## src/core/sfp_pkg.sv

```systemverilog
// Package: opcodes, address layout, timing counts for the flash program host
package sfp_pkg;
   // Opcodes
   localparam logic [7:0] OP_PROG_NOERASE_B1 = 8'h88;
   localparam logic [7:0] OP_PROG_NOERASE_B2 = 8'h89;
   localparam logic [7:0] OP_LOAD_ERASE_PROG_B1 = 8'h82;
   localparam logic [7:0] OP_LOAD_ERASE_PROG_B2 = 8'h85;
   localparam logic [7:0] OP_BYTE_PROG_B1 = 8'h02;
   localparam logic [7:0] OP_PAGE_ERASE = 8'h81;
   localparam logic [7:0] OP_STATUS_READ = 8'hD7;
   // Command codes on the user port
   localparam logic [2:0] CMD_PROG_NOERASE = 3'h0;
   localparam logic [2:0] CMD_LOAD_ERASE_PROG = 3'h1;
   localparam logic [2:0] CMD_BYTE_PROG = 3'h2;
   localparam logic [2:0] CMD_PAGE_ERASE = 3'h3;
   localparam logic [2:0] CMD_STATUS = 3'h4;
   // Address layout
   localparam int PAGE_BITS = 12;
   localparam int IDX_BITS_STD = 10;
   localparam int IDX_BITS_BIN = 9;
   localparam int ADDR_BITS = 24;
   localparam int ADDR_BYTES = 3;
   // Page sizes
   localparam logic [9:0] PAGE_SIZE_STD = 10'h210;
   localparam logic [9:0] PAGE_SIZE_BIN = 10'h200;
   // Status bit positions
   localparam int STAT_RDY_BIT = 7;
   localparam int STAT_EPE_BIT = 5;
   // Serial clock: 40 MHz / (2*DIV) gives 10 MHz SCK
   localparam int SCK_DIV = 2;
   // Least select-high time in ns and its cycle count (rounded up)
   localparam int CS_HIGH_NS = 50;
   localparam int CLK_NS = 25;
   localparam int CS_HIGH_CYC = (CS_HIGH_NS + CLK_NS - 1) / CLK_NS;
endpackage

```

## src/core/sfp_buf2.sv

```systemverilog
// Two-entry buffer with valid and ready on both sides
`timescale 1ns/1ps
module sfp_buf2 #(
   parameter int WIDTH = 8
) (
   input wire logic i_clk,
   input wire logic i_rst,
   input wire logic i_valid,
   output logic o_ready,
   input wire logic [WIDTH-1:0] i_data,
   output logic o_valid,
   input wire logic i_ready,
   output logic [WIDTH-1:0] o_data
);
   logic [WIDTH-1:0] mem_q [2];
   logic wr_q;
   logic rd_q;
   logic [1:0] cnt_q;
   logic push;
   logic pop;
   logic [1:0] cnt_d;

   assign push = i_valid && o_ready;
   assign pop = (cnt_q != 2'h0) && i_ready;
   assign cnt_d = cnt_q + {1'b0, push} - {1'b0, pop};
   assign o_valid = (cnt_q != 2'h0);
   assign o_data = mem_q[rd_q];

   // Storage and pointers; ready is a flop so the top port needs no logic
   always_ff @(posedge i_clk) begin
      if (i_rst) begin
         wr_q <= 1'b0;
         rd_q <= 1'b0;
         cnt_q <= 2'h0;
         o_ready <= 1'b1;
      end else begin
         if (push) begin
            mem_q[wr_q] <= i_data;
            wr_q <= ~wr_q;
         end
         if (pop) begin
            rd_q <= ~rd_q;
         end
         cnt_q <= cnt_d;
         o_ready <= (cnt_d != 2'h2);
      end
   end
endmodule

```

## src/core/sfp_host.sv

```systemverilog
// Host SPI controller issuing program and erase commands to a serial flash
// ====================================================================
// What the document requires
// RULE1: No-erase buffer program uses opcode 88h or 89h plus three bytes.
// RULE2: 528 mode address: two dummy, 12 page bits, ten dummy.
// RULE3: 512 mode address: three dummy, 12 page bits, nine dummy.
// RULE4: Device copies buffer to page on select rise, busy meanwhile.
// RULE5: Host erases the target page before a no-erase program. This block does not; the testbench erases first.
// RULE6: Device checks each byte and sets the error flag on failure.
// RULE7: Load-erase-program uses opcode 82h or 85h.
// RULE8: Through-buffer address: dummies, 12 page bits, 10 or 9 index bits.
// RULE9: Device stores data bytes consecutively in the buffer, wrapping.
// RULE10: Device erases then programs page on select rise, busy meanwhile.
// RULE11: Byte program through buffer one uses opcode 02h, same layout.
// RULE12: Host sends one up to page-size data bytes.
// RULE13: Device writes only received bytes; others keep contents.
// RULE14: Select released only on byte boundaries, else device aborts.
// RULE15: Byte program time scales with byte count, busy throughout.
// RULE16: Binary mode: page and index form one 21-bit byte address.
// RULE17: Page erase uses opcode 81h with the no-erase address layout.
// RULE18: Device erases page to ones on select rise, busy meanwhile.
// RULE19: All bytes go MSB first; early select rise drops the command.
`timescale 1ns/1ps
module sfp_host
   import sfp_pkg::*;
(
   input wire logic i_clk,
   input wire logic i_rst,
   input wire logic i_cmd_valid,
   input wire logic [2:0] i_cmd,
   input wire logic i_cmd_buf2,
   input wire logic i_bin_mode,
   input wire logic [11:0] i_page_number,
   input wire logic [9:0] i_buffer_byte_index,
   input wire logic [9:0] i_data_count,
   input wire logic i_data_valid,
   input wire logic [7:0] i_data,
   output logic o_data_ready,
   output logic o_cmd_ready,
   output logic o_done,
   output logic [7:0] o_status,
   output logic o_flash_busy,
   output logic o_program_erase_error_flag,
   output logic o_cs_n,
   output logic o_sck,
   output logic o_si,
   input wire logic i_so
);
   import sfp_pkg::*;

   // ====================================================================
   // States
   typedef enum logic [5:0] {
      ST_IDLE = 6'b000001,
      ST_OP = 6'b000010,
      ST_ADDR = 6'b000100,
      ST_DATA = 6'b001000,
      ST_STAT = 6'b010000,
      ST_GAP = 6'b100000
   } sfp_state_type;

   sfp_state_type state_q;
   logic [7:0] sh_q;
   logic [2:0] bit_q;
   logic [1:0] byte_q;
   logic [23:0] addr_q;
   logic [2:0] cmd_q;
   logic [9:0] left_q;
   logic [7:0] rx_q;
   logic [1:0] div_q;
   logic tick;
   logic phase_q;
   logic [3:0] gap_q;
   logic so_m_q;
   logic so_s_q;
   logic [7:0] opcode;
   logic [23:0] addr;
   logic [9:0] cnt_clip;
   logic [9:0] page_size;
   logic buf_valid;
   logic buf_ready;
   logic [7:0] buf_data;
   logic byte_end;
   logic [7:0] rx_next;

   // Data passes a two-entry buffer so a pause in shifting loses no byte
   sfp_buf2 #(.WIDTH(8)) u_buf (
      .i_clk(i_clk),
      .i_rst(i_rst),
      .i_valid(i_data_valid),
      .o_ready(o_data_ready),
      .i_data(i_data),
      .o_valid(buf_valid),
      .i_ready(buf_ready),
      .o_data(buf_data)
   );

   // ====================================================================
   // Opcode and address build
   always_comb begin
      case (i_cmd)
         CMD_PROG_NOERASE: opcode = i_cmd_buf2 ? OP_PROG_NOERASE_B2
                                               : OP_PROG_NOERASE_B1; // RULE1
         CMD_LOAD_ERASE_PROG: opcode = i_cmd_buf2 ? OP_LOAD_ERASE_PROG_B2
                                   : OP_LOAD_ERASE_PROG_B1; // RULE7
         CMD_BYTE_PROG: opcode = OP_BYTE_PROG_B1; // RULE11
         CMD_PAGE_ERASE: opcode = OP_PAGE_ERASE; // RULE17
         default: opcode = OP_STATUS_READ;
      endcase
      // Page sits above a 10-bit or 9-bit field; dummy fields send zero
      if (i_bin_mode) begin
         addr = {3'h0, i_page_number, i_buffer_byte_index[8:0]}; // RULE3 RULE16
      end else begin
         addr = {2'h0, i_page_number, i_buffer_byte_index}; // RULE2 RULE8
      end
      if (i_cmd == CMD_PROG_NOERASE || i_cmd == CMD_PAGE_ERASE) begin
         // Index field is don't-care for these; clear it
         addr = i_bin_mode ? {addr[23:9], 9'h000}
                           : {addr[23:10], 10'h000}; // RULE2 RULE3
      end
      page_size = i_bin_mode ? PAGE_SIZE_BIN : PAGE_SIZE_STD;
      // One up to a page of bytes; zero is raised to one
      if (i_data_count == 10'h000) begin
         cnt_clip = 10'h001; // RULE12
      end else if (i_data_count > page_size) begin
         cnt_clip = page_size; // RULE12
      end else begin
         cnt_clip = i_data_count;
      end
   end

   // ====================================================================
   // Serial clock divider: one enable per SCK half period
   always_ff @(posedge i_clk) begin
      if (i_rst || state_q == ST_IDLE || state_q == ST_GAP) begin
         div_q <= 2'h0;
      end else if (div_q == 2'(SCK_DIV - 1)) begin
         div_q <= 2'h0;
      end else begin
         div_q <= div_q + 2'h1;
      end
   end
   assign tick = (div_q == 2'(SCK_DIV - 1));

   // Return line from the flash passes two flops
   always_ff @(posedge i_clk) begin
      if (i_rst) begin
         so_m_q <= 1'b0;
         so_s_q <= 1'b0;
      end else begin
         so_m_q <= i_so;
         so_s_q <= so_m_q;
      end
   end

   // Data byte is pulled at the last falling edge of the previous byte;
   // every byte that the sequencer takes must leave the buffer
   assign byte_end = tick && phase_q && bit_q == 3'h7;
   assign buf_ready = byte_end && buf_valid && (left_q != 10'h000) &&
      ((state_q == ST_ADDR && byte_q == 2'(ADDR_BYTES - 1)) ||
       state_q == ST_DATA); // RULE9
   assign rx_next = {rx_q[6:0], so_s_q};

   // ====================================================================
   // Sequencer: mode 0, change SI on falling edge, flash samples on rise
   always_ff @(posedge i_clk) begin
      if (i_rst) begin
         state_q <= ST_IDLE;
         o_cs_n <= 1'b1;
         o_sck <= 1'b0;
         o_si <= 1'b0;
         o_cmd_ready <= 1'b1;
         o_done <= 1'b0;
         o_status <= 8'h00;
         o_flash_busy <= 1'b0;
         o_program_erase_error_flag <= 1'b0;
         sh_q <= 8'h00;
         bit_q <= 3'h0;
         byte_q <= 2'h0;
         addr_q <= 24'h000000;
         cmd_q <= CMD_STATUS;
         left_q <= 10'h000;
         rx_q <= 8'h00;
         phase_q <= 1'b0;
         gap_q <= 4'h0;
      end else begin
         o_done <= 1'b0;
         case (state_q)
            ST_IDLE: begin
               if (i_cmd_valid) begin
                  o_cmd_ready <= 1'b0;
                  o_cs_n <= 1'b0;
                  cmd_q <= i_cmd;
                  addr_q <= addr;
                  left_q <= (i_cmd == CMD_LOAD_ERASE_PROG ||
                             i_cmd == CMD_BYTE_PROG) ? cnt_clip : 10'h000;
                  sh_q <= opcode;
                  o_si <= opcode[7]; // RULE19
                  bit_q <= 3'h0;
                  phase_q <= 1'b0;
                  state_q <= ST_OP;
               end
            end
            ST_OP, ST_ADDR, ST_DATA, ST_STAT: begin
               if (tick) begin
                  phase_q <= ~phase_q;
                  o_sck <= ~phase_q;
                  // Return bit taken at the fall: the two sync flops
                  // need more than one half period to pass it through
                  if (phase_q) begin
                     rx_q <= rx_next;
                  end
                  if (phase_q && bit_q != 3'h7) begin
                     bit_q <= bit_q + 3'h1;
                     sh_q <= {sh_q[6:0], 1'b0};
                     o_si <= sh_q[6]; // RULE19
                  end else if (phase_q) begin
                     bit_q <= 3'h0;
                     // Whole byte sent: select only rises here
                     if (state_q == ST_OP && cmd_q == CMD_STATUS) begin
                        state_q <= ST_STAT;
                        sh_q <= 8'h00;
                        o_si <= 1'b0;
                     end else if (state_q == ST_OP) begin
                        state_q <= ST_ADDR; // RULE19
                        byte_q <= 2'h0;
                        sh_q <= addr_q[23:16];
                        o_si <= addr_q[23];
                        addr_q <= {addr_q[15:0], 8'h00};
                     end else if (state_q == ST_ADDR &&
                                  byte_q != 2'(ADDR_BYTES - 1)) begin
                        byte_q <= byte_q + 2'h1;
                        sh_q <= addr_q[23:16];
                        o_si <= addr_q[23];
                        addr_q <= {addr_q[15:0], 8'h00};
                     end else if (left_q != 10'h000 && buf_valid) begin
                        state_q <= ST_DATA; // RULE9
                        left_q <= left_q - 10'h001;
                        sh_q <= buf_data;
                        o_si <= buf_data[7];
                     end else if (left_q != 10'h000 &&
                                  state_q != ST_DATA) begin
                        // Source stalled: hold clock low, select kept
                        phase_q <= 1'b1;
                        o_sck <= 1'b0;
                        bit_q <= 3'h7;
                     end else if (state_q == ST_DATA && left_q != 10'h000)
                     begin
                        phase_q <= 1'b1;
                        o_sck <= 1'b0;
                        bit_q <= 3'h7;
                     end else begin
                        // Rise on byte boundary starts the flash cycle
                        o_cs_n <= 1'b1; // RULE14
                        o_sck <= 1'b0;
                        if (state_q == ST_STAT) begin
                           o_status <= rx_next;
                           o_flash_busy <= ~rx_next[STAT_RDY_BIT];
                           o_program_erase_error_flag <=
                              rx_next[STAT_EPE_BIT]; // RULE6
                        end else begin
                           o_flash_busy <= 1'b1; // RULE4 RULE10 RULE18
                        end
                        gap_q <= 4'(CS_HIGH_CYC);
                        state_q <= ST_GAP;
                     end
                  end
               end
            end
            ST_GAP: begin
               if (gap_q != 4'h0) begin
                  gap_q <= gap_q - 4'h1;
               end else begin
                  o_done <= 1'b1;
                  o_cmd_ready <= 1'b1;
                  state_q <= ST_IDLE;
               end
            end
            default: begin
               state_q <= ST_IDLE;
               o_cs_n <= 1'b1;
            end
         endcase
      end
   end
endmodule

```

## config.mk

```make
export PLATFORM = sky130hd
export DESIGN_NAME = sfp_host
export DESIGN_NICKNAME = d
export VERILOG_FILES = /design/src/core/sfp_pkg.sv /design/src/core/sfp_buf2.sv /design/src/core/sfp_host.sv
export SDC_FILE = /design/constraint.sdc
export NUM_CORES = 1
export LEC_CHECK = 0
export ABC_AREA = 1
export BUFFER_PORTS_ARGS = -buffer_cell sky130_fd_sc_hd__buf_4
export CORE_MARGIN = 2
export CORE_UTILIZATION = 45
export DETAILED_ROUTE_END_ITERATION = 10
export GPL_ROUTABILITY_DRIVEN = 0
export PLACE_DENSITY = 0.66
export SYNTH_ARGS = -nofsm -noshare
export SYNTH_HDL_FRONTEND = slang
export SYNTH_SLANG_ARGS = --single-unit
```

## constraint.sdc

```tcl
create_clock -name i_clk -period 2.36 [get_ports i_clk]
set_input_delay 0.354 -clock i_clk [delete_from_list [all_inputs] [get_ports i_clk]]
set_output_delay 0.354 -clock i_clk [all_outputs]
set_load 0.01 [all_outputs]
```

After elaboration in Yosys (flattened, before gate mapping)
Memory sizes are Yosys's and may differ from the RTL's. A register that Yosys moved wholly into a read port is not among the register bits.
Cells that the tools add are included.
Word-level totals
  memories: 1
  bits in registers: 91
  logic and storage cells: 245
  latch bits: 0
  output and inout port bits: 16
  bits of input ports: 50
  bits in read-only memories: 0
  RAM bits: 16
Cells by class
  shifts and indexed selects: 0
  bitwise gates (word level): 12
  eq/ne operators: 36
  add/sub/neg operators: 7
  muxes and demuxes: 117
  div/mod/pow operators: 0
  reduce and logical (&&, ||, !) cells: 46
  order comparisons: 1
  multipliers: 0
Memories
  u_buf.mem_q: depth 2, bits a word 8, read ports 1, clocked after memory_dff 1, wr ports 1, RTL line sfp_buf2.sv:15  | logic [WIDTH-1:0] mem_q [2];
Operators with widths (number)
  $mux 24: 7
  $mux 10: 13
  $mux 6: 11
  $mux 7: 8
  $pmux 24 s2: 1
  $mux 1: 42
  $mux 4: 10
  $mux 3: 11
  $reduce_and 11->1: 3
  $pmux 8 s4: 1
  $ne 2x2->1 const B: 14
  $mux 22: 1
  $pmux 10 s2: 1
  $pmux 6 s3: 1
  $logic_and 1x1->1: 14
  $pmux 7 s2: 1
  $not 1->1: 12
  $gt 10x10->1: 1
  $logic_not 10->1: 1
  $ne 5x5->1 const B: 2
  $reduce_and 10->1: 1
  $reduce_bool 10->1: 1
  $reduce_bool 2->1: 5
  $sub 10x1->10 const B: 1
  other kinds (40): 56

Longest topological paths before layout
Gate-level depths: netlist (run 1).
  depth in word-level cells: 12
  depth in mapped cells: 14
  depth with buffers taken out: 14

Cells and area by module
From an unflattened synthesis (run 1), not the netlist that was laid out.
Second synthesis, totals
  cell total of the unflattened synthesis: 823
  area total of the unflattened synthesis: 5650.4 um2
By module, submodules not included
  sfp_host: seq. area each 1701.6 um2, cells an instance 756, times used 1, area an instance 4768.3 um2
  sfp_buf2: seq. area each 600.6 um2, cells an instance 67, times used 1, area an instance 882.1 um2

Worst setup path after synthesis (run 1)
Ideal clock, no wire load.
  path kind: register -> register
  start: register bit_q[0]
  end: register u_buf.o_ready
  arrival: 2067 ps
  data required time: 2241 ps
  library setup time: 119 ps
  slack: 174 ps
  period minus slack after synthesis: 2186 ps
  cell stages (with the launch flop): 14
  path buffers: 0
  path through: dfxtp_1 -> ha_1 -> ha_1 -> inv_1 -> nor2_1 -> nand2_1 -> nor2_1 -> ha_1 -> inv_1 -> ha_1 -> xor2_1 -> o21ai_0 -> a21oi_1 -> nand2_1
On the way
  word-level cells in the longest chain between the ends: 8
Ends and longest elaborated chain
  start: declaration: RTL line sfp_host.sv:64  | logic [2:0] bit_q;
  start signal: assignment: RTL line sfp_host.sv:214  | bit_q <= bit_q + 3'h1;
  $eq 3x3->1: RTL line sfp_host.sv:158  | assign byte_end = tick && phase_q && bit_q == 3'h7;
  $logic_and 1x1->1: RTL line sfp_host.sv:158
  $logic_and 1x1->1 (3 in series): RTL line sfp_host.sv:159  | assign buf_ready = byte_end && buf_valid && (left_q != 10'h000) &&
  $logic_and 1x1->1: RTL line sfp_buf2.sv:24  | assign pop = (cnt_q != 2'h0) && i_ready;
  via u_buf.pop: RTL line sfp_buf2.sv:20  | logic pop;
  $sub 2x1->2: RTL line sfp_buf2.sv:25  | assign cnt_d = cnt_q + {1'b0, push} - {1'b0, pop};
  $ne 2x2->1: RTL line sfp_buf2.sv:45  | o_ready <= (cnt_d != 2'h2);
  end signal: assignment: RTL line sfp_buf2.sv:45
  end: declaration: RTL line sfp_buf2.sv:9  | output logic o_ready,
The timed path passes the listed nets, and every way through them passes these cells.
A chain may end at the register's enable or synchronous reset.

Worst setup path after layout (run 1)
  start: register left_q[1]
  end: register u_buf.o_ready
On the way
  word-level cells in the longest chain between the ends: 6
Ends and longest elaborated chain
  start: declaration: RTL line sfp_host.sv:68  | logic [9:0] left_q;
  start signal: assignment: RTL line sfp_host.sv:195  | left_q <= (i_cmd == CMD_LOAD_ERASE_PROG ||
  start signal: assignment: RTL line sfp_host.sv:238  | left_q <= left_q - 10'h001;
  $reduce_bool 10->1: RTL line sfp_host.sv:159
  $logic_and 1x1->1 (2 in series): RTL line sfp_host.sv:159
  $logic_and 1x1->1: RTL line sfp_buf2.sv:24
  via u_buf.pop: RTL line sfp_buf2.sv:20
  $sub 2x1->2: RTL line sfp_buf2.sv:25
  $ne 2x2->1: RTL line sfp_buf2.sv:45
The timed path passes the listed nets, and every way through them passes these cells.

==> reports/metrics.csv, run 1 <==
stage,metric,value,unit
run_status,run_status,"finished, final reports clean",
sta,max_freq,469.2,MHz
finish,area_delta_synth_final,16.82,%
critical_path,startpoint,left_q[1],
critical_path,path_max_fanout,3,
power,p_leak,3.300,nW
finish,utilization,53.26,%
yosys,syn-num-nets,926,
power,powerDensity,1205,nW/um^2
clocking,root_buffer,clkbuf_16,
grt,grt_pass1_wl,21890,um
drt,drt_wl_total,12920,um
drt,drc_errors,0,
clocking,clockBufferDepth,2,
critical_path,worst-r2r-cell-count,14,
critical_path,critPathRequiredTime,2.61,ns
critical_path,worstReg2RegStart,left_q[1],
sta,worst_clock_skew,0.006683,ns
clocking,cts_resized,0,
placed_design,portBuffers,65,
sta,final.min_clock_period,2.131,ns
grt,grt_pass1_vias,4807,
yosys,synth_top_area_share,31.92,%
job,cap_viol_max_count,0,
critical_path,end_kind,flop,
floorplanning,ios,66,
clocking,cts_tree,built,
sta,worstMarginPinSlew,0.6565,ns
finish,drive_above_1_share,14.36,%
sta,slew_headroom,56.07,%
clocking,clk_pin_slew_worst_paths,0.07,ns
floorplanning,die_y,116.6,um
clocking,clk_latency,0.36,ns
finish,nNetsFinal,988,
sta,fin_crit_sh,90.31,%
yosys,synth_area_leaders,"dfxtp_1, nand2_1, nor2_1",
clocking,htree_levels,3,
sta,tns,0,ns
worst_hold_path,worstHoldPathCells,1,
floorplanning,start_util,45.59,%
yosys,synthCells,867,
placed_design,placed_cell_area,6380,sq um
yosys,yosys.area.top_type,dfxtp_1,
floorplanning,die_w,116.6,um
critical_path,crit_path_end,u_buf.o_ready,
finish,antenna_cells,0,
critical_path,startpoint_type,flop,
drt,drt-initial-drc-count,325,
yosys,yosysSeqAreaShare,40.34,%
sta,slew_viol_final,0,
floorplanning,rows,41,
worst_hold_path,hp-start,i_data[0],
yosys,avgSynthCellArea,6.582,sq um
grt,antenna_found_initial,0,
drt,viasPerCell,4.814,
grt,grt-ovfl-total,0,
critical_path,arrival,2.38,ns
sta,grt_setup_unrepaired,no,
yosys,synth_area,5707,sq um
drt,routedWlPerCell,11.69,um
placed_design,dp_hpwl,9299,um
grt,grt_max_degree,49,
floorplanning,core_area,12520,sq um
clocking,numCtsBuffers,9,
drt,via_count,5320,
grt,track_usage,20.23,%
worst_hold_path,hold_path_class,input pin to flop,
critical_path,r2r-end,u_buf.o_ready,
drt,dr.pass1.iters,5,
clocking,post_cts.repair.setup_buffers,0,
clocking,cts-hold-fix-buffers,0,
critical_path,rrSetupSlack,0.23,ns
sta,finalSetupViolCount,0,
yosys,synth.distinct_cells,38,
floorplanning,dieArea,13600,sq um
drt,ant_nets,0,
power,ir_drop,0.9650,mV
finish,fin_area,6666,sq um
clocking,numClockSinks,107,
yosys,ys_seq_elements,107,
critical_path,critPathKind,flop to flop,
yosys,ys_warn_count,0,
sta,hold_viol_final,0,
## per-stage QoR
step / power (W) / setup WS [ns] / hold WS [ns] / std cells
6_report: 0.008036 / 0.2288 / 0.1832 / 1105
5_1_grt: 0.008839 / 0.006202 / 0.1661 / 1105
4_1_cts: 0.008081 / 0.03617 / 0.1674 / 1105
3_5_place_dp: 0.006612 / 0.04309 / 0.3920 / 1090
3_3_place_gp: 0.006578 / 0.1136 / 0.3948 / 1090
2_1_floorplan: 0.005824 / 0.1736 / 0.3883 / 867
## synth_stat cells (all sizes together)
library cell / number
a31oi: 1
dfxtp: 91
xor2: 3
edfxtp: 16
a21oi: 47
nor3b: 1
nand2: 225
o21a: 2
clkinv: 1
xnor2: 2
mux2i: 1
buf: 19
and2: 1
ha: 9
o21ai: 47
nand3: 66
clkbuf: 13
nand3b: 2
or2: 4
o211ai: 1
nor3: 5
nor2: 210
inv: 88
a21boi: 2
nand4: 10
## layout make-up
cell class	count	area, sq um
multi-input cells	639	2890
repair buffers	83	648.1
clock buffers	10	230.2
flip-flops and latches	107	2302
inverters	89	334.1
well taps	172	215.2
clock inverters	5	46.29
fillers	1348	5851
## flip-flops by register name, indices dropped and copies added (netlist names), 2 cells and up, named ones only
signal / flops
addr_q: 24
bit_q: 3
byte_q: 2
cmd_q: 3
div_q: 2
gap_q: 4
left_q: 10
o_status: 8
rx_q: 7
sh_q: 7
state_q: 6
u_buf.cnt_q: 2
u_buf.mem_q: 16
## logic make-up (layout without fill, tap and decap cells)
family,count (synthesis),count (layout),synth area share (%)
adders and majority gates,9,9,1.973
DFF,107,107,40.34
xor gates and xnor gates,5,5,0.7675
buffers and inverters,121,187,9.187
and+or+nand+nor,524,524,38.54
AOI/OAI and AO/OA,100,100,9.011
muxes,1,1,0.1754
## layer usage
layer / vias up / track usage (%) / part of all wire, %
li1: 2853 / - / -
met1: 2382 / 26.67 / 49
met2: 70 / 33.60 / 46
met3: 15 / 4.878 / 3.6
met4: 0 / 5.020 / 1.3
met5: - / 0 / 0
## where the power goes
part	switching [W]	total (W)	internal [W]
sequential	0.000202	0.00243	0.00223
clock	0.000706	0.00144	0.000734
combinational	0.00272	0.00416	0.00144
total	0.00363	0.00804	0.00441
## worst min-delay path by stage
| stage | slack (ns) | to |
|---|---|---|
| 6_report | 0.18 | u_buf.mem_q[0][0] |
| 3_3_place_gp | 0.39 | so_s_q |
| 3_5_place_dp | 0.39 | so_s_q |
| 4_1_cts | 0.17 | u_buf.mem_q[0][0] |
| 2_1_floorplan | 0.39 | so_s_q |
| 5_1_grt | 0.17 | u_buf.mem_q[0][0] |
## cell usage in the layout, fill, tap and decap left out, drive strengths merged, types with 2 or more instances in the layout
cell type	n
nand4	10
dfxtp	91
or2	4
nand3	66
xnor2	2
clkbuf	10
nor3	5
o21a	2
buf	83
ha	9
edfxtp	16
a21boi	2
nor2	210
a21oi	47
inv	91
xor2	3
o21ai	47
clkinv	3
nand2	225
nand3b	2
## worst max-delay path, cell delays in order, from the launching register on
cell and delay (ns):
dfxtp_1 0.35, inv_1 0.05, ha_1 0.18, nand2_1 0.08
nor2_2 0.05, nand2_1 0.08, nand2_1 0.11, nor2_2 0.19
ha_1 0.25, inv_1 0.05, ha_1 0.15, xor2_1 0.17
o21ai_0 0.10, a21oi_1 0.16, nand2_1 0.06
No activity file was read; power rests on OpenSTA's default activity.
==> run 2, diff against run 1 <==
--- a/config.mk
+++ b/config.mk
@@ -9,8 +9,10 @@
 export BUFFER_PORTS_ARGS = -buffer_cell sky130_fd_sc_hd__buf_4
 export CORE_MARGIN = 2
 export CORE_UTILIZATION = 45
+export CTS_CLUSTER_SIZE = 25
 export DETAILED_ROUTE_END_ITERATION = 10
 export GPL_ROUTABILITY_DRIVEN = 0
+export GPL_TIMING_DRIVEN = 1
 export PLACE_DENSITY = 0.66
 export SYNTH_ARGS = -nofsm -noshare
 export SYNTH_HDL_FRONTEND = slang
==> constraint.sdc (replaced) <==
create_clock -name i_clk -period 2.6 [get_ports i_clk]
set_input_delay 0.39 -clock i_clk [delete_from_list [all_inputs] [get_ports i_clk]]
set_output_delay 0.39 -clock i_clk [all_outputs]
set_load 0.01 [all_outputs]
==> reports/metrics.csv, run 2 (synthesis gave the netlist of run 1 again) <==
stage,metric,value,unit
finish,antenna_cells,0,
sta,tns,0,ns
finish,nNetsFinal,981,
drt,drt-initial-drc-count,294,
floorplanning,die_w,116.6,um
job,cap_viol_max_count,0,
grt,gr-max-usage-layer,met2,
critical_path,end_kind,flop,
placed_design,dp_hpwl,9304,um
drt,via_count,5274,
clocking,cts-hold-fix-buffers,0,
grt,grt_use_met1,26.44,%
clocking,cts_tree,built,
clocking,clk_pin_slew_worst_paths,0.07,ns
worst_hold_path,holdPathEnd,u_buf.mem_q[1][0],
finish,final_cell_mix,"nand2_1, nor2_1, dfxtp_1",
placed_design,portBuffers,65,
grt,antenna_found_initial,0,
grt,grt_pass1_wl,21560,um
clocking,post_cts.repair.setup_buffers,0,
floorplanning,ios,66,
finish,largest_register_ffs,24,
worst_hold_path,hp-start,i_data[0],
finish,drive_above_1_share,13.48,%
clocking,clockBufferDepth,2,
sta,fin_crit_sh,92.09,%
finish,fin_area,6626,sq um
floorplanning,die_y,116.6,um
critical_path,path_max_fanout,5,
critical_path,worst-r2r-cell-count,14,
floorplanning,rows,41,
floorplanning,core_area,12520,sq um
grt,track_usage,19.95,%
drt,viasPerCell,4.799,
finish,reg.largest.list,"addr_q (24), u_buf.mem_q (16), left_q (10)",
sta,worstMarginPinSlew,0.6546,ns
run_status,run_status,"finished, final reports clean",
sta,grt_setup_unrepaired,no,
critical_path,r2r-end,u_buf.o_ready,
clocking,clk_latency,0.36,ns
critical_path,startpoint_type,flop,
sta,slew_viol_final,0,
sta,finalSetupViolCount,0,
critical_path,arrival,2.63,ns
placed_design,placed_cell_area,6327,sq um
grt,met2_usage,32.33,%
placed_design,place_ws,0.1617,ns
finish,mostFrequentLayoutCell,nand2_1,
critical_path,critPathRequiredTime,2.84,ns
floorplanning,start_util,45.59,%
critical_path,critPathKind,flop to flop,
sta,final.min_clock_period,2.394,ns
sta,post-route-worst-setup-slack,0.2056,ns
sta,hold_viol_final,0,
finish,area_delta_synth_final,16.11,%
grt,grt_pass1_vias,4716,
critical_path,rrSetupSlack,0.21,ns
sta,slew_headroom,56.20,%
critical_path,worstReg2RegStart,left_q[0],
power,ir_drop,0.6576,mV
floorplanning,dieArea,13600,sq um
clocking,numCtsBuffers,9,
drt,ant_nets,0,
clocking,root_buffer,clkbuf_16,
sta,whs,0.2155,ns
finish,num-fill-cells,1347,
sta,max_freq,417.6,MHz
finish,top_register,addr_q,
worst_hold_path,hold_path_class,input pin to flop,
power,p_leak,3.272,nW
clocking,numClockSinks,107,
power,powerDensity,1091,nW/um^2
drt,drc_errors,0,
drt,dr.pass1.iters,5,
drt,routedWlPerCell,11.66,um
grt,grt-ovfl-total,0,
grt,grt_use_met3,5.138,%
sta,worst_clock_skew,0.009847,ns
worst_hold_path,worstHoldPathCells,1,
drt,drt_wl_total,12810,um
grt,grt_max_degree,49,
clocking,htree_levels,3,
power,power,0.007231,W
## run 2: critical path, cell delays in order (launching register included)
cell and delay, ns:
dfxtp_1 0.30, inv_1 0.12, ha_2 0.23, nand2_1 0.06, nor2_1 0.15, nand2_1 0.14
nand2_1 0.17, nor2_4 0.07, ha_1 0.28, inv_1 0.05, ha_1 0.15, xor2_1 0.17
o21ai_0 0.10, a21oi_1 0.20, nand2_1 0.08
## run 2: repair_timing
| action | CTS | global route |
|---|---|---|
| gates resized for setup | 0 | 4 |
| endpoints found under the hold margin | 0 | 0 |
| setup endpoints to repair | 0 | 1 |
## run 2: worst max path at each step
| stage | start | to | slack, ns | cells after the start |
|---|---|---|---|---|
| after floorplan | bit_q[0] | u_buf.o_ready | 0.41 | 13 |
| final | left_q[0] | u_buf.o_ready | 0.21 | 14 |
| after detailed placement | state_q[1] | u_buf.o_ready | 0.16 | 12 |
| after global routing | left_q[0] | u_buf.o_ready | 0.009 | 14 |
| after CTS | state_q[1] | u_buf.o_ready | 0.13 | 12 |
| after global placement | state_q[1] | u_buf.o_ready | 0.24 | 12 |
## run 2: stage by stage
stage | util (%) | cells
finish | 52.94 | 1099
global route | 52.94 | 1099
CTS | 52.84 | 1099
detailed placement | 50.55 | 1083
global placement | 50.55 | 1083
floorplan | - | 867
## run 2: where the power goes
group | internal, W | total [W] | switching [W]
clock | 0.000693 | 0.00133 | 0.000638
combinational | 0.00126 | 0.00369 | 0.00244
sequential | 0.00202 | 0.00221 | 0.000183
total | 0.00397 | 0.00723 | 0.00326
## run 2: layout make-up
class | instances | area, sq um | area share (%)
clock buffer | 11 | 242.7 | 3.663
inverter | 89 | 334.1 | 5.042
clock inverter | 5 | 43.79 | 0.6609
sequential | 107 | 2302 | 34.74
multi-input combinational | 639 | 2893 | 43.66
tap | 172 | 215.2 | 3.248
timing repair buffer | 76 | 595.6 | 8.988
## run 2: layer usage
layer	vias up	wire length, um
li1	2830	-
met1	2340	6318
met2	87	5800
met3	17	498
met4	0	195
met5	-	0
==> run 3, diff against run 2 <==
--- a/config.mk
+++ b/config.mk
@@ -7,6 +7,7 @@
 export LEC_CHECK = 0
 export ABC_AREA = 1
 export BUFFER_PORTS_ARGS = -buffer_cell sky130_fd_sc_hd__buf_4
+export CORE_ASPECT_RATIO = 0.9
 export CORE_MARGIN = 2
 export CORE_UTILIZATION = 45
 export CTS_CLUSTER_SIZE = 25
==> reports/metrics.csv, run 3 (synthesis gave the netlist of run 1 again) <==
stage,metric,value,unit
sta,tns,0,ns
placed_design,dp_hpwl,9393,um
finish,reg.largest.list,"addr_q (24), u_buf.mem_q (16), left_q (10)",
floorplanning,dieArea,13600,sq um
finish,mostFrequentLayoutCell,nand2_1,
finish,drive_above_1_share,13.36,%
sta,hold_viol_final,0,
clocking,numCtsBuffers,9,
critical_path,startpoint_type,flop,
critical_path,arrival,2.62,ns
placed_design,portBuffers,65,
drt,dr.pass1.iters,5,
critical_path,end_kind,flop,
sta,finalSetupViolCount,0,
worst_hold_path,hold_path_class,input pin to flop,
sta,max_freq,421.3,MHz
grt,grt_max_degree,49,
power,ir_drop,0.7944,mV
clocking,cts-hold-fix-buffers,0,
power,pwr-share-clk,18.6,%
critical_path,critPathKind,flop to flop,
floorplanning,rows,39,
clocking,numClockSinks,107,
power,power.share.switching,45.76,%
sta,final.min_clock_period,2.373,ns
clocking,post_cts.repair.setup_buffers,0,
finish,top_register,addr_q,
grt,track_usage,19.57,%
drt,routedWlPerCell,11.77,um
critical_path,cp_cell_sequence,inv_1 -> ha_1 -> nand2_1 -> nor2_1 -> nand2_1 -> nand2_1 -> nor2_2 -> ha_1 -> inv_1 -> ha_1 -> xor2_1 -> o21ai_0 -> a21oi_1 -> nand2_1,
finish,final_cell_mix,"nand2_1, nor2_1, dfxtp_1",
critical_path,worst-path-buf-inv,2,
sta,worstMarginPinSlew,0.6692,ns
critical_path,rrSetupSlack,0.23,ns
floorplanning,ios,66,
finish,area_delta_synth_final,15.81,%
critical_path,worstReg2RegStart,left_q[0],
floorplanning,die_w,122.7,um
clocking,htree_levels,3,
sta,fin_crit_sh,91.29,%
power,powerDensity,1101,nW/um^2
grt,grt-ovfl-total,0,
clocking,clk_latency,0.35,ns
job,cap_viol_max_count,0,
critical_path,path_max_fanout,5,
sta,slew_viol_final,0,
drt,drt_wl_total,12850,um
power,p_seq_share,30.3,%
finish,utilization,52.70,%
critical_path,cpPeakStageDelay,0.30,ns
finish,largest_register_ffs,24,
sta,slew_headroom,55.22,%
sta,grt_setup_unrepaired,no,
clocking,clockBufferDepth,2,
sta,worst_clock_skew,0.009795,ns
power,internal_power,0.003946,W
power,power.switching,0.003328,W
floorplanning,core_area,12540,sq um
finish,nNetsFinal,982,
drt,drc_errors,0,
finish,finalNonFillerCells,1092,
power,pwr-share-comb,51.1,%
critical_path,critical_path.top_delay_family,adder cells,
power,power,0.007274,W
drt,viasPerCell,4.853,
critical_path,critPathRequiredTime,2.84,ns
clocking,root_buffer,clkbuf_16,
clocking,cts_tree,built,
worst_hold_path,holdPathEnd,u_buf.mem_q[0][0],
worst_hold_path,worstHoldPathCells,1,
run_status,run_status,"finished, final reports clean",
grt,antenna_found_initial,0,
critical_path,slowest_stage,dfxtp_1,
finish,antenna_cells,0,
grt,grt_pass1_wl,21500,um
worst_hold_path,hp-start,i_data[0],
placed_design,dp_cells,1076,
floorplanning,die_y,110.8,um
critical_path,worst-r2r-cell-count,14,
drt,drt-initial-drc-count,391,
grt,grt_pass1_vias,4555,
drt,via_count,5300,
floorplanning,start_util,45.51,%
critical_path,path_common_cell,nand2_1,
drt,ant_nets,0,
clocking,clk_pin_slew_worst_paths,0.08,ns
power,p_leak,3.276,nW
critical_path,r2r-end,u_buf.o_ready,
==> run 3: power groups by stage <==
stage / Clock, W / Sequential, W / Combinational (W)
global route: 0.00145 / 0.00224 / 0.00428
floorplan: 0 / 0.00221 / 0.00308
detailed placement: 0 / 0.00224 / 0.00370
global placement: 0 / 0.00223 / 0.00368
finish: 0.00135 / 0.00220 / 0.00372
CTS: 0.00139 / 0.00220 / 0.00372
==> run 3: through the flow <==
step,hold WS [ns],instance area [sq um],setup slack (ns)
after floorplan,0.3883,5707,0.4136
after global placement,0.3934,6312,0.2500
after detailed placement,0.3990,6312,0.1833
after CTS,0.2045,6606,0.1560
after global routing,0.2053,6609,0.02381
final,0.2167,6609,0.2266
==> run 3: metal layers <==
layer  track usage (%)  vias up  wire (um)
li1                  -     2840          -
met1             28.69     2369       6588
met2             29.54       86       5680
met3             3.909        5        504
met4             4.521        0         77
met5                 0        -          0
==> run 3: worst max-delay path by stage <==
stage / start / to / slack (ns) / depth (start not counted)
floorplan: bit_q[0] / u_buf.o_ready / 0.41 / 13
global placement: left_q[0] / u_buf.o_ready / 0.25 / 14
detailed placement: left_q[0] / u_buf.o_ready / 0.18 / 14
CTS: left_q[0] / u_buf.o_ready / 0.16 / 14
global route: left_q[0] / u_buf.o_ready / 0.02 / 14
finish: left_q[0] / u_buf.o_ready / 0.23 / 14
==> run 3: final cells by class <==
type                    count  area (sq um)
clock buffers               9         225.2
clock inverters             7         68.82
fillers                  1260          5932
inverters                  89         334.1
multi-input cells         639          2883
flip-flops and latches    107          2302
well taps                 164         205.2
repair buffers             77         590.6
==> run 3: timing repair <==
| action | in CTS | in global routing |
|---|---|---|
| gates resized for setup | 0 | 1 |
| setup endpoints to repair | 0 | 1 |
| hold endpoints to repair | 0 | 0 |
